### src/rtl/ebc_defs.svh
// Constants for the EPROM burn and bootload control block
`ifndef EBC_DEFS_SVH
`define EBC_DEFS_SVH

// ----------------------------------------
// Register byte offsets
// ----------------------------------------
`define EBC_OFS_BURN 4'h0
`define EBC_OFS_STAT 4'h4
`define EBC_OFS_LAMP 4'h8

// ----------------------------------------
// Field positions and reset values
// ----------------------------------------
`define EBC_BIT_VOLT 0
`define EBC_BIT_LATCH 2
`define EBC_BURN_RST 8'h00
`define EBC_LAMP_RST 2'h0

// ----------------------------------------
// Address ranges
// ----------------------------------------
`define EBC_BOOT_LO 14'h3f00
`define EBC_BOOT_HI 14'h3fef
`define EBC_EPROM_LO 14'h0020
`define EBC_EPROM_HI 14'h3eff

// ----------------------------------------
// Timing
// ----------------------------------------
`define EBC_CLK_MHZ 50
`define EBC_BURN_PULSE_US 4000
`define EBC_BURN_PULSE_CYC (`EBC_BURN_PULSE_US * `EBC_CLK_MHZ)

`endif

### src/rtl/ebc_pkg.sv
// Types for the EPROM burn and bootload control block
package ebc_pkg;

    // Loader function decoded from the select pins
    typedef enum logic [2:0] {
        EBC_FN_BURN_CHECK = 3'h0,
        EBC_FN_CHECK_ONLY = 3'h1,
        EBC_FN_LOAD_RUN = 3'h2,
        EBC_FN_NONE = 3'h3,
        EBC_FN_SECURE = 3'h4
    } ebc_func_type;

    // Burn sequence, Gray coded along the normal path
    typedef enum logic [1:0] {
        EBC_ST_IDLE = 2'h0,
        EBC_ST_ARMED = 2'h1,
        EBC_ST_HELD = 2'h3,
        EBC_ST_BURN = 2'h2
    } ebc_state_type;

endpackage

### src/rtl/ebc_pulse_timer.sv
// Burn pulse timer: flags when the voltage has been held long enough
`timescale 1ns/1ps

module ebc_pulse_timer #(
    parameter int CYCLES = 200000
) (
    // Clock and reset
    input wire logic clk_i,
    input wire logic rst_i,
    // Control and result
    input wire logic run_i,
    output logic done_o
);

    localparam int CW = $clog2(CYCLES + 1);

    logic [CW-1:0] count_reg;
    logic done_reg;

    // Count while running, restart when stopped
    always_ff @(posedge clk_i)
    begin
        if (rst_i || !run_i)
        begin
            count_reg <= '0;
        end
        else if (count_reg != CW'(CYCLES))
        begin
            count_reg <= count_reg + CW'(1);
        end
    end

    // Done once the full count is reached
    always_ff @(posedge clk_i)
    begin
        if (rst_i || !run_i)
        begin
            done_reg <= 1'b0;
        end
        else
        begin
            done_reg <= (count_reg == CW'(CYCLES - 1)) || done_reg;
        end
    end

    assign done_o = done_reg;

endmodule

### src/rtl/ebc_burn_ctl.sv
// EPROM burn control with bootloader mode entry, Wishbone registers
`timescale 1ns/1ps
`include "ebc_defs.svh"

module ebc_burn_ctl #(
    parameter int BURN_PULSE_CYC = `EBC_BURN_PULSE_CYC
) (
    // Clock and reset
    input wire logic clk_i,
    input wire logic rst_i,
    // Wishbone slave
    input wire logic wb_cyc_i,
    input wire logic wb_stb_i,
    input wire logic wb_we_i,
    input wire logic [3:0] wb_adr_i,
    input wire logic [3:0] wb_sel_i,
    input wire logic [31:0] wb_dat_i,
    output logic [31:0] wb_dat_o,
    output logic wb_ack_o,
    // Mode entry pins
    input wire logic test_voltage_level_i,
    input wire logic capture_input_pin_i,
    // Function select pins
    input wire logic func_select_hi_i,
    input wire logic func_select_mid_i,
    input wire logic func_select_lo_i,
    // Indicator lamps
    output logic burn_indicator_pin_o,
    output logic check_indicator_pin_o,
    // CPU memory port
    input wire logic [13:0] cpu_adr_i,
    input wire logic cpu_rd_i,
    input wire logic cpu_wr_i,
    input wire logic [7:0] cpu_wdat_i,
    output logic [7:0] cpu_rdat_o,
    output logic boot_rom_sel_o,
    // EPROM array port
    output logic [13:0] arr_adr_o,
    output logic [7:0] arr_wdat_o,
    output logic arr_rd_en_o,
    output logic arr_vpp_o,
    input wire logic [7:0] arr_rdat_i,
    // External image source
    output logic [13:0] ext_adr_o,
    output logic ext_rd_o,
    input wire logic [7:0] ext_rdat_i
);

    // ----------------------------------------
    // Declarations
    // ----------------------------------------
    logic rst_d_reg;
    logic boot_mode_reg;
    ebc_pkg::ebc_func_type func_reg;
    ebc_pkg::ebc_func_type func_next;
    logic latch_reg;
    logic latch_next;
    logic volt_reg;
    logic volt_next;
    logic captured_reg;
    logic [1:0] lamp_reg;
    ebc_pkg::ebc_state_type state_reg;
    ebc_pkg::ebc_state_type state_next;
    logic ack_reg;
    logic [31:0] rdat_reg;
    logic [7:0] cpu_rdat_reg;
    logic boot_sel_reg;
    logic [13:0] arr_adr_reg;
    logic [7:0] arr_wdat_reg;
    logic rd_en_reg;
    logic [13:0] ext_adr_reg;
    logic ext_rd_reg;
    logic burn_lamp_reg;
    logic check_lamp_reg;
    logic pulse_done;
    logic wb_req;
    logic wb_wr;
    logic wr_burn;
    logic wr_lamp;
    logic in_eprom;
    logic in_boot;

    // ----------------------------------------
    // Decodes
    // ----------------------------------------

    // New request, acked once
    assign wb_req = wb_cyc_i && wb_stb_i && !ack_reg;
    assign wb_wr = wb_req && wb_we_i;
    assign wr_burn = wb_wr && wb_sel_i[0] && (wb_adr_i == `EBC_OFS_BURN);
    assign wr_lamp = wb_wr && wb_sel_i[0] && (wb_adr_i == `EBC_OFS_LAMP);

    // Address windows
    assign in_eprom = (cpu_adr_i >= `EBC_EPROM_LO) && (cpu_adr_i <= `EBC_EPROM_HI);
    assign in_boot = (cpu_adr_i >= `EBC_BOOT_LO) && (cpu_adr_i <= `EBC_BOOT_HI);

    // ----------------------------------------
    // Mode entry
    // ----------------------------------------

    // Reset release detector
    always_ff @(posedge clk_i)
    begin
        rst_d_reg <= rst_i;
    end

    // Mode sampled at the first edge after reset release
    always_ff @(posedge clk_i)
    begin
        if (rst_i)
        begin
            boot_mode_reg <= 1'b0;
        end
        else if (rst_d_reg)
        begin
            boot_mode_reg <= test_voltage_level_i && capture_input_pin_i;
        end
    end

    // ----------------------------------------
    // Function select
    // ----------------------------------------

    // Pin pattern to loader function
    always_comb
    begin
        if (func_select_hi_i)
        begin
            func_next = ebc_pkg::EBC_FN_SECURE;
        end
        else
        begin
            unique case ({func_select_mid_i, func_select_lo_i})
                2'h0: func_next = ebc_pkg::EBC_FN_BURN_CHECK;
                2'h1: func_next = ebc_pkg::EBC_FN_CHECK_ONLY;
                2'h2: func_next = ebc_pkg::EBC_FN_LOAD_RUN;
                2'h3: func_next = ebc_pkg::EBC_FN_NONE;
            endcase
        end
    end

    // Function register
    always_ff @(posedge clk_i)
    begin
        if (rst_i)
        begin
            func_reg <= ebc_pkg::EBC_FN_NONE;
        end
        else
        begin
            func_reg <= func_next;
        end
    end

    // ----------------------------------------
    // Burn control bits
    // ----------------------------------------

    // Next latch and voltage values
    always_comb
    begin
        latch_next = latch_reg;
        volt_next = volt_reg;
        if (wr_burn)
        begin
            latch_next = wb_dat_i[`EBC_BIT_LATCH];
            // Voltage needs latch set before and kept by this write
            volt_next = wb_dat_i[`EBC_BIT_VOLT] && latch_reg
                && wb_dat_i[`EBC_BIT_LATCH];
        end
    end

    // Latch and voltage registers
    always_ff @(posedge clk_i)
    begin
        if (rst_i)
        begin
            latch_reg <= 1'(`EBC_BURN_RST >> `EBC_BIT_LATCH);
            volt_reg <= 1'(`EBC_BURN_RST >> `EBC_BIT_VOLT);
        end
        else
        begin
            latch_reg <= latch_next;
            volt_reg <= volt_next;
        end
    end

    // Programming voltage follows the voltage bit
    always_ff @(posedge clk_i)
    begin
        if (rst_i)
        begin
            arr_vpp_o <= 1'b0;
        end
        else
        begin
            arr_vpp_o <= volt_next;
        end
    end

    // ----------------------------------------
    // Array address and data paths
    // ----------------------------------------

    // Read enable off while latched
    always_ff @(posedge clk_i)
    begin
        if (rst_i)
        begin
            rd_en_reg <= 1'b1;
        end
        else
        begin
            rd_en_reg <= !latch_next;
        end
    end

    // Capture the first EPROM write after latch set
    always_ff @(posedge clk_i)
    begin
        if (rst_i || !latch_reg)
        begin
            captured_reg <= 1'b0;
        end
        else if (cpu_wr_i && in_eprom)
        begin
            captured_reg <= 1'b1;
        end
    end

    // Address follows the CPU unless latched
    always_ff @(posedge clk_i)
    begin
        if (rst_i)
        begin
            arr_adr_reg <= '0;
            arr_wdat_reg <= '0;
        end
        else if (!latch_reg)
        begin
            arr_adr_reg <= cpu_adr_i;
        end
        else if (!captured_reg && cpu_wr_i && in_eprom)
        begin
            arr_adr_reg <= cpu_adr_i;
            arr_wdat_reg <= cpu_wdat_i;
        end
    end

    // ----------------------------------------
    // Burn sequence tracking
    // ----------------------------------------

    // Sequence state from control bits
    always_comb
    begin
        state_next = ebc_pkg::EBC_ST_IDLE;
        if (volt_next)
        begin
            state_next = ebc_pkg::EBC_ST_BURN;
        end
        else if (latch_next && captured_reg)
        begin
            state_next = ebc_pkg::EBC_ST_HELD;
        end
        else if (latch_next)
        begin
            state_next = ebc_pkg::EBC_ST_ARMED;
        end
    end

    // State register
    always_ff @(posedge clk_i)
    begin
        if (rst_i)
        begin
            state_reg <= ebc_pkg::EBC_ST_IDLE;
        end
        else
        begin
            state_reg <= state_next;
        end
    end

    // Times the voltage hold
    ebc_pulse_timer #(
        .CYCLES(BURN_PULSE_CYC)
    ) u_pulse (
        .clk_i(clk_i),
        .rst_i(rst_i),
        .run_i(volt_reg),
        .done_o(pulse_done)
    );

    // ----------------------------------------
    // CPU side reads and loader ROM
    // ----------------------------------------

    // Boot ROM select only in bootloader mode
    always_ff @(posedge clk_i)
    begin
        if (rst_i)
        begin
            boot_sel_reg <= 1'b0;
        end
        else
        begin
            boot_sel_reg <= boot_mode_reg && in_boot;
        end
    end

    // Image source at the same address as the target
    always_ff @(posedge clk_i)
    begin
        if (rst_i)
        begin
            ext_adr_reg <= '0;
            ext_rd_reg <= 1'b0;
        end
        else
        begin
            ext_adr_reg <= cpu_adr_i;
            ext_rd_reg <= boot_mode_reg && cpu_rd_i && in_eprom;
        end
    end

    // Read data: image once the source answers its address, blocked while latched
    always_ff @(posedge clk_i)
    begin
        if (rst_i || latch_reg)
        begin
            cpu_rdat_reg <= '0;
        end
        else if (ext_rd_reg)
        begin
            cpu_rdat_reg <= ext_rdat_i;
        end
        else
        begin
            cpu_rdat_reg <= arr_rdat_i;
        end
    end

    // ----------------------------------------
    // Indicator lamps
    // ----------------------------------------

    // Software lamp bits
    always_ff @(posedge clk_i)
    begin
        if (rst_i)
        begin
            lamp_reg <= `EBC_LAMP_RST;
        end
        else if (wr_lamp)
        begin
            lamp_reg <= wb_dat_i[1:0];
        end
    end

    // Lamps lit only in bootloader mode
    always_ff @(posedge clk_i)
    begin
        if (rst_i)
        begin
            burn_lamp_reg <= 1'b0;
            check_lamp_reg <= 1'b0;
        end
        else
        begin
            burn_lamp_reg <= boot_mode_reg && lamp_reg[0];
            check_lamp_reg <= boot_mode_reg && lamp_reg[1];
        end
    end

    // ----------------------------------------
    // Wishbone slave
    // ----------------------------------------

    // Ack one cycle after request, dropped next cycle
    always_ff @(posedge clk_i)
    begin
        if (rst_i)
        begin
            ack_reg <= 1'b0;
        end
        else
        begin
            ack_reg <= wb_req;
        end
    end

    // Read mux, unmapped reads zero
    always_ff @(posedge clk_i)
    begin
        if (rst_i)
        begin
            rdat_reg <= '0;
        end
        else if (wb_req && !wb_we_i)
        begin
            unique case (wb_adr_i)
                `EBC_OFS_BURN: rdat_reg <= {29'h0, latch_reg, 1'b0, volt_reg};
                `EBC_OFS_STAT: rdat_reg <= {24'h0, state_reg, func_reg,
                    captured_reg, pulse_done, boot_mode_reg};
                `EBC_OFS_LAMP: rdat_reg <= {30'h0, lamp_reg};
                default: rdat_reg <= '0;
            endcase
        end
    end

    // ----------------------------------------
    // Outputs
    // ----------------------------------------
    assign wb_dat_o = rdat_reg;
    assign wb_ack_o = ack_reg;
    assign burn_indicator_pin_o = burn_lamp_reg;
    assign check_indicator_pin_o = check_lamp_reg;
    assign cpu_rdat_o = cpu_rdat_reg;
    assign boot_rom_sel_o = boot_sel_reg;
    assign arr_adr_o = arr_adr_reg;
    assign arr_wdat_o = arr_wdat_reg;
    assign arr_rd_en_o = rd_en_reg;
    assign ext_adr_o = ext_adr_reg;
    assign ext_rd_o = ext_rd_reg;

endmodule

### config.mk
export PLATFORM = sky130hd
export DESIGN_NAME = ebc_burn_ctl
export DESIGN_NICKNAME = d
export VERILOG_FILES = /design/src/rtl/ebc_pkg.sv /design/src/rtl/ebc_pulse_timer.sv /design/src/rtl/ebc_burn_ctl.sv
export VERILOG_INCLUDE_DIRS = /design/src /design/src/rtl
export SDC_FILE = /design/constraint.sdc
export NUM_CORES = 1
export LEC_CHECK = 0
export BUFFER_PORTS_ARGS = -buffer_cell sky130_fd_sc_hd__buf_2
export CORE_AREA = 5 5 96 98
export CTS_CLUSTER_DIAMETER = 60
export CTS_CLUSTER_SIZE = 14
export DETAILED_ROUTE_END_ITERATION = 8
export DIE_AREA = 0 0 101 103
export PLACE_DENSITY_LB_ADDON = 0.05
export SYNTH_ARGS = -nofsm -noshare
export SYNTH_HDL_FRONTEND = slang
export SYNTH_SLANG_ARGS = --single-unit
### constraint.sdc
create_clock -name clk_i -period 2 [get_ports clk_i]
set_input_delay 0.6 -clock clk_i [delete_from_list [all_inputs] [get_ports clk_i]]
set_output_delay 0.6 -clock clk_i [all_outputs]
set_load 0.005 [all_outputs]
---- Yosys cells after proc, flatten, opt, wreduce, memory -nomap -nowiden ----
Index checks and enable logic that the tools add are counted.
word-level totals
  register bits after elaboration ......... 113
  bits in latches ......................... 0
  memory bits (writable) .................. 0
  bits in read-only memories .............. 0
  logic and storage cells ................. 81
  memories kept ........................... 0
cells by class
  add/subtract/negate cells ............... 1
  $mul .................................... 0
  div/mod/pow operators ................... 0
  $lt $le $gt $ge ......................... 4
  equality and inequality tests ........... 8
  shift-type cells ........................ 0
  muxes and demuxes ....................... 11
  bitwise logic cells ..................... 0
  reduce and logical (&&, ||, !) cells .... 35
operator list
  cell                                                                                  count
  14-bit less-or-equal comparator, second input constant                                2
  14-bit two-way mux                                                                    2
  8-bit one-hot mux with 3 select lines                                                 1
  1-bit logical AND                                                                     21
  18-bit by 1-bit adder with 18-bit output, second input constant                       1
  18-bit equality test, second input constant                                           1
  18-bit != test, second input constant                                                 1
  14-bit greater-or-equal comparator, second input constant                             1
  14-bit by 6-bit greater-or-equal comparator with 1-bit output, second input constant  1
  3-bit one-hot mux with 4 select lines                                                 1
  8-bit two-way mux                                                                     1
  1-bit zero test                                                                       6
  2-bit equality test, second input constant                                            2
  4-bit by 3-bit equality test with 1-bit output, second input constant                 1
  4-bit equality test, second input constant                                            1
  4-bit zero test                                                                       1
  1-bit logical OR                                                                      4
  2-bit two-way mux                                                                     2
  1-bit two-way mux                                                                     3
  3-bit two-way mux                                                                     1
  2-bit by 1-bit equality test with 1-bit output, second input constant                 1
  2-bit zero test                                                                       1
  2-bit by 1-bit != test with 1-bit output, second input constant                       1
  2-bit AND reduction                                                                   1
  2-bit OR reduction                                                                    1

---- Longest topological paths before layout ----
  word-level depth ........................ 9
  gate-level depth with buffers ........... 5
  mapped depth without buffers ............ 5

---- Hierarchy ----
Synthesis repeated with hierarchy kept, for this count alone.
unflattened totals
  cells, all modules ...................... 376
  area, all modules ....................... 3668.5 µm²
modules (own cells, without submodules)
  module           instances  cells an instance  area an instance (µm²)
  ebc_burn_ctl     1          270                2742.6
  ebc_pulse_timer  1          106                925.9

---- Worst setup path before layout ----
Ideal clock, no wire load.
  path type ............................... in2reg
  from .................................... input cpu_adr_i[5]
  to ...................................... register arr_adr_reg[10], in the netlist arr_adr_o[10]
  library setup time ...................... 0.121 ns
  arrival ................................. 1.740 ns
  setup slack ............................. 0.139 ns
  stages on the path ...................... 5
  cell sequence ........................... nor3_1 > and3_4 > o41ai_4 > buf_6 > mux2_2
on the way
  longest elaborated chain between the ends .. 4
  elaborated cells on any way between the ends .. 5
  classes of those cells .................. order compare (2); eq/ne (1); reduce/logical (2)
RTL lines
  element                                                                                                                            RTL line             RTL
  start, declared                                                                                                                    ebc_burn_ctl.sv:31   input wire logic [13:0] cpu_adr_i,
  14-bit by 6-bit greater-or-equal comparator with 1-bit output (no line) / 14-bit less-or-equal comparator (equally long branches)  n/a
  1-bit logical AND (*)                                                                                                              ebc_burn_ctl.sv:94   assign in_eprom = (cpu_adr_i >= `EBC_EPROM_LO) && (cpu_adr_i <= `EBC_EPROM_HI);
  1-bit logical AND (*)                                                                                                              ebc_burn_ctl.sv:243  else if (!captured_reg && cpu_wr_i && in_eprom)
  2-bit by 1-bit != test with 1-bit output (no line) (*)                                                                             n/a
  end signal, assigned                                                                                                               ebc_burn_ctl.sv:241  arr_adr_reg <= cpu_adr_i;
  end signal, assigned                                                                                                               ebc_burn_ctl.sv:245  arr_adr_reg <= cpu_adr_i;
  end, declared                                                                                                                      ebc_burn_ctl.sv:68   logic [13:0] arr_adr_reg;
Mark *: on every way between the ends. The rest lies on a longest branch, timed or not.
A chain may end at the register's enable or synchronous reset.

---- Final worst setup path ----
  from .................................... register ext_rd_reg, in the netlist ext_rd_o
  to ...................................... output ext_rd_o
RTL lines
  element                 RTL line             RTL
  start, declared         ebc_burn_ctl.sv:72   logic ext_rd_reg;
  start signal, assigned  ebc_burn_ctl.sv:323  ext_rd_reg <= boot_mode_reg && cpu_rd_i && in_eprom;
  end, declared           ebc_burn_ctl.sv:45   output logic ext_rd_o,
No word-level cell between the ends.

==> run summary <==
Psw: 0.768 mW
Gate Count Post-Synth: 379
Max Freq: 623 MHz
Count of final setup violators: 0
Number of flops mapped to enable cells by yosys: 0
Fin crit period: 1610 ps
Final worst path period share: 80.3%
DRT Pass-1 Iters: 4
Global route overflow: 0
Crit. End Element: primary output
Sequential share of the synthesized area: 48.5%
Async set or reset register ratio after synthesis: 0%
Min-Delay Path Class: input port to flip-flop
R2R cell count: 4
CORE AREA: 0.00838 mm²
Design Area, Final: 0.00463 mm²
Vias: 3022
Mux cell area share after synthesis: 8.11%
Total die area: 0.0104 mm²
Max-slew violations: 0
Overall routing resource usage: 15.8%
Hold Fails Final Rpt: 0
Power Dens Cells: 717 mW/mm²
Post-route DRC: 0
Power share of the clock group: 37.6%
Placed cell area: 0.00440 mm²
Largest register FFs: 18
Clock buffer depth: 2
Simple-gate share of the synthesized area: 23.9%
VDD IR-drop max: 440 µV
Comb power frac: 7.3%
XOR/XNOR share of the synthesized area: 2.15%
Sequential share of power: 55.1%
Worst skew pair latency: 360 ps
Clk pin slew, worst setup/hold paths: 80 ps
Post-CTS Resized: 0
Power Total: 3.32 mW
R2r setup slk: 430 ps
TritonCTS sink count: 89
Vias/cell: 4.80
Site row count: 34
Synthesized area: 0.00367 mm²
R2R Path End: u_pulse.count_reg[17]$_SDFFE_PP0P_
Hold Crit Start: func_select_mid_i
Area growth from synthesis to layout: 26.1%
Syn Area/Cell: 9.69 µm²
Sw frac: 23.1%
RSZ-0062 raised after global routing: no
DRT iter0 DRCs: 38
First-pass GRT wire length: 13.2 mm
WL per Instance: 13.4 µm
Gpl congestion: 0.814
N_diodes: 0
Post-synthesis cell type count: 55
Pin count of the biggest net entering global routing: 42
Share of layout cells above drive strength 1: 34.7%
H-tree Lvls: 3
Starting Density: 43.8%
CTS Buf Count: 9
RR Startpoint: u_pulse.count_reg[2]$_SDFFE_PP0P_
Leak pwr: 2.06 nW
Antenna violations before repair: 0
Synth Area in Adders: 0.682%
Buffers on Ports: 116
Synthesis-stage register bit count: 89
CP startpoint kind: flip-flop
Synth warn: 0
Die Span Y: 103 µm
I/O pin cnt: 173
Critical Path, Cell by Cell: buf_4, buf_2
Largest family of logic cells by synthesized area: simple AND/OR/NAND/NOR gates
Fillers: 805
Worst Hold Path Cells: 2
Critical path class: flip-flop to primary output
Clock root buffer: clkbuf_8
Critical path required time: 1400 ps
Crit Path Max Fanout: 9
Number of global-route vias before repair: 2925
Routed Antenna Nets: 0
Maxcap violations: 0
Final nets: 608
Status: completed
Critical Path AT: 1010 ps
Hpwl dp: 6.48 mm
Synth Area in Compound Gates: 9.03%
CTS tree: done
Slowest-stage cell, CP: dfxtp_1
WL final: 8.43 mm
Hold Crit Endpoint: func_reg[1]$_SDFF_PP1_
Width of the die: 101 µm
Setup Skew: 10.6 ps
CP peak stage delay: 320 ps
Synth Flop Type: dfxtp_1
P_int: 2.55 mW
[kinds of logic (layout without fill, tap and decap cells)]
family	Yosys count	count (layout)
xor+xnor	9	9
fa+ha+maj	2	2
mux	28	28
flops	89	89
other cells	1	24
compound gates	53	53
simple gates	151	151
buf+inv	46	165
[worst max path at each step]
stage	cells after the start	endpoint	startpoint
after global placement	5	arr_adr_o[7]$_SDFFE_PP0P_	cpu_adr_i[10]
after detailed placement	5	arr_adr_o[10]$_SDFFE_PP0P_	cpu_adr_i[9]
after floorplan	5	arr_adr_o[10]$_SDFFE_PP0P_	cpu_adr_i[5]
after global routing	6	state_reg[1]$_SDFF_PP0_	wb_adr_i[1]
after CTS	2	ext_rd_o	ext_rd_o$_SDFF_PP0_
final	2	ext_rd_o	ext_rd_o$_SDFF_PP0_
[power by group through the flow]
stage	registers [mW]	clock network (mW)	logic [mW]
after global placement	1.87	0	0.240
after global routing	1.84	1.37	0.270
after floorplan	1.88	0	0.129
after CTS	1.83	1.31	0.244
after detailed placement	1.87	0	0.243
final	1.83	1.25	0.241
[layer usage]
metal	share of wire, %	vias up	track usage, %
met4	1.4	0	5.52
met3	8.0	11	5.01
met2	48	85	26.9
met1	42	1389	18.8
li1	-	1537	-
met5	0	-	0
[worst max-delay path: cells and delay by family (launching register included)]
kind     cells  cell delay (ps)
buf+inv      2              330
flops        1              320
[Yosys cell counts, drive strengths merged, types with 3 or more instances]
library cell  instances  area share (%)
a21oi                23             3.1
a22oi                 6             1.2
and2                  3            0.51
and3                  8             1.5
buf                  30             5.9
clkbuf                7            0.72
dfxtp                89              49
inv                   9            0.92
mux2                 14             4.3
mux2i                14             3.8
nand2                 8            0.82
nand3                22             3.0
nand4                 8             1.5
nor2                 32             3.3
nor2b                32             5.5
nor3                 10             1.5
nor4                  6             1.6
o21ai                14             1.9
or2                   3            0.58
or3                   5            0.99
xnor2                 4            0.95
xor2                  5             1.2
[through the flow]
stage          hold WS [ps]  setup WS (ps)  utilization, %  TNS [ps]  cells
2_1_floorplan           437            139               -         0    402
3_3_place_gp            447           -391            52.6     -5460    612
3_5_place_dp            458           -439            52.6     -6010    612
4_1_cts                 424            364            55.2         0    629
5_1_grt                 437            303            55.2         0    629
6_report                436            394            55.2         0    629
[timing repair]
item / in CTS / in global routing
hold buffers: 0 / 0
buffers inserted: 1 / 0
setup endpoints to repair: 14 / 0
[layout by cell type (no fill, tap or decap), types with 3 or more instances in the layout]
master	instances
nand3_1	22
a21oi_1	23
buf_4	23
xnor2_1	4
or3_1	4
inv_1	9
and3_1	6
mux2_2	14
dfxtp_1	89
nor4_1	4
xor2_1	5
and2_1	3
nor2b_1	32
o21ai_0	14
clkbuf_8	10
a22oi_1	6
nand4_1	7
nor3_1	9
conb_1	24
nor2_1	32
mux2i_1	14
nand2_1	8
buf_2	116
[final cells by class]
class / count / area [µm²] / share of cell area, %
tap: 108 / 135 / 2.92
multi-input combinational: 267 / 1700 / 36.7
clock inverter: 6 / 67.6 / 1.46
sequential: 89 / 1780 / 38.5
clock buffer: 10 / 138 / 2.97
inverter: 9 / 33.8 / 0.730
timing repair buffer: 140 / 773 / 16.7
Power figures use the tool's default switching activity.
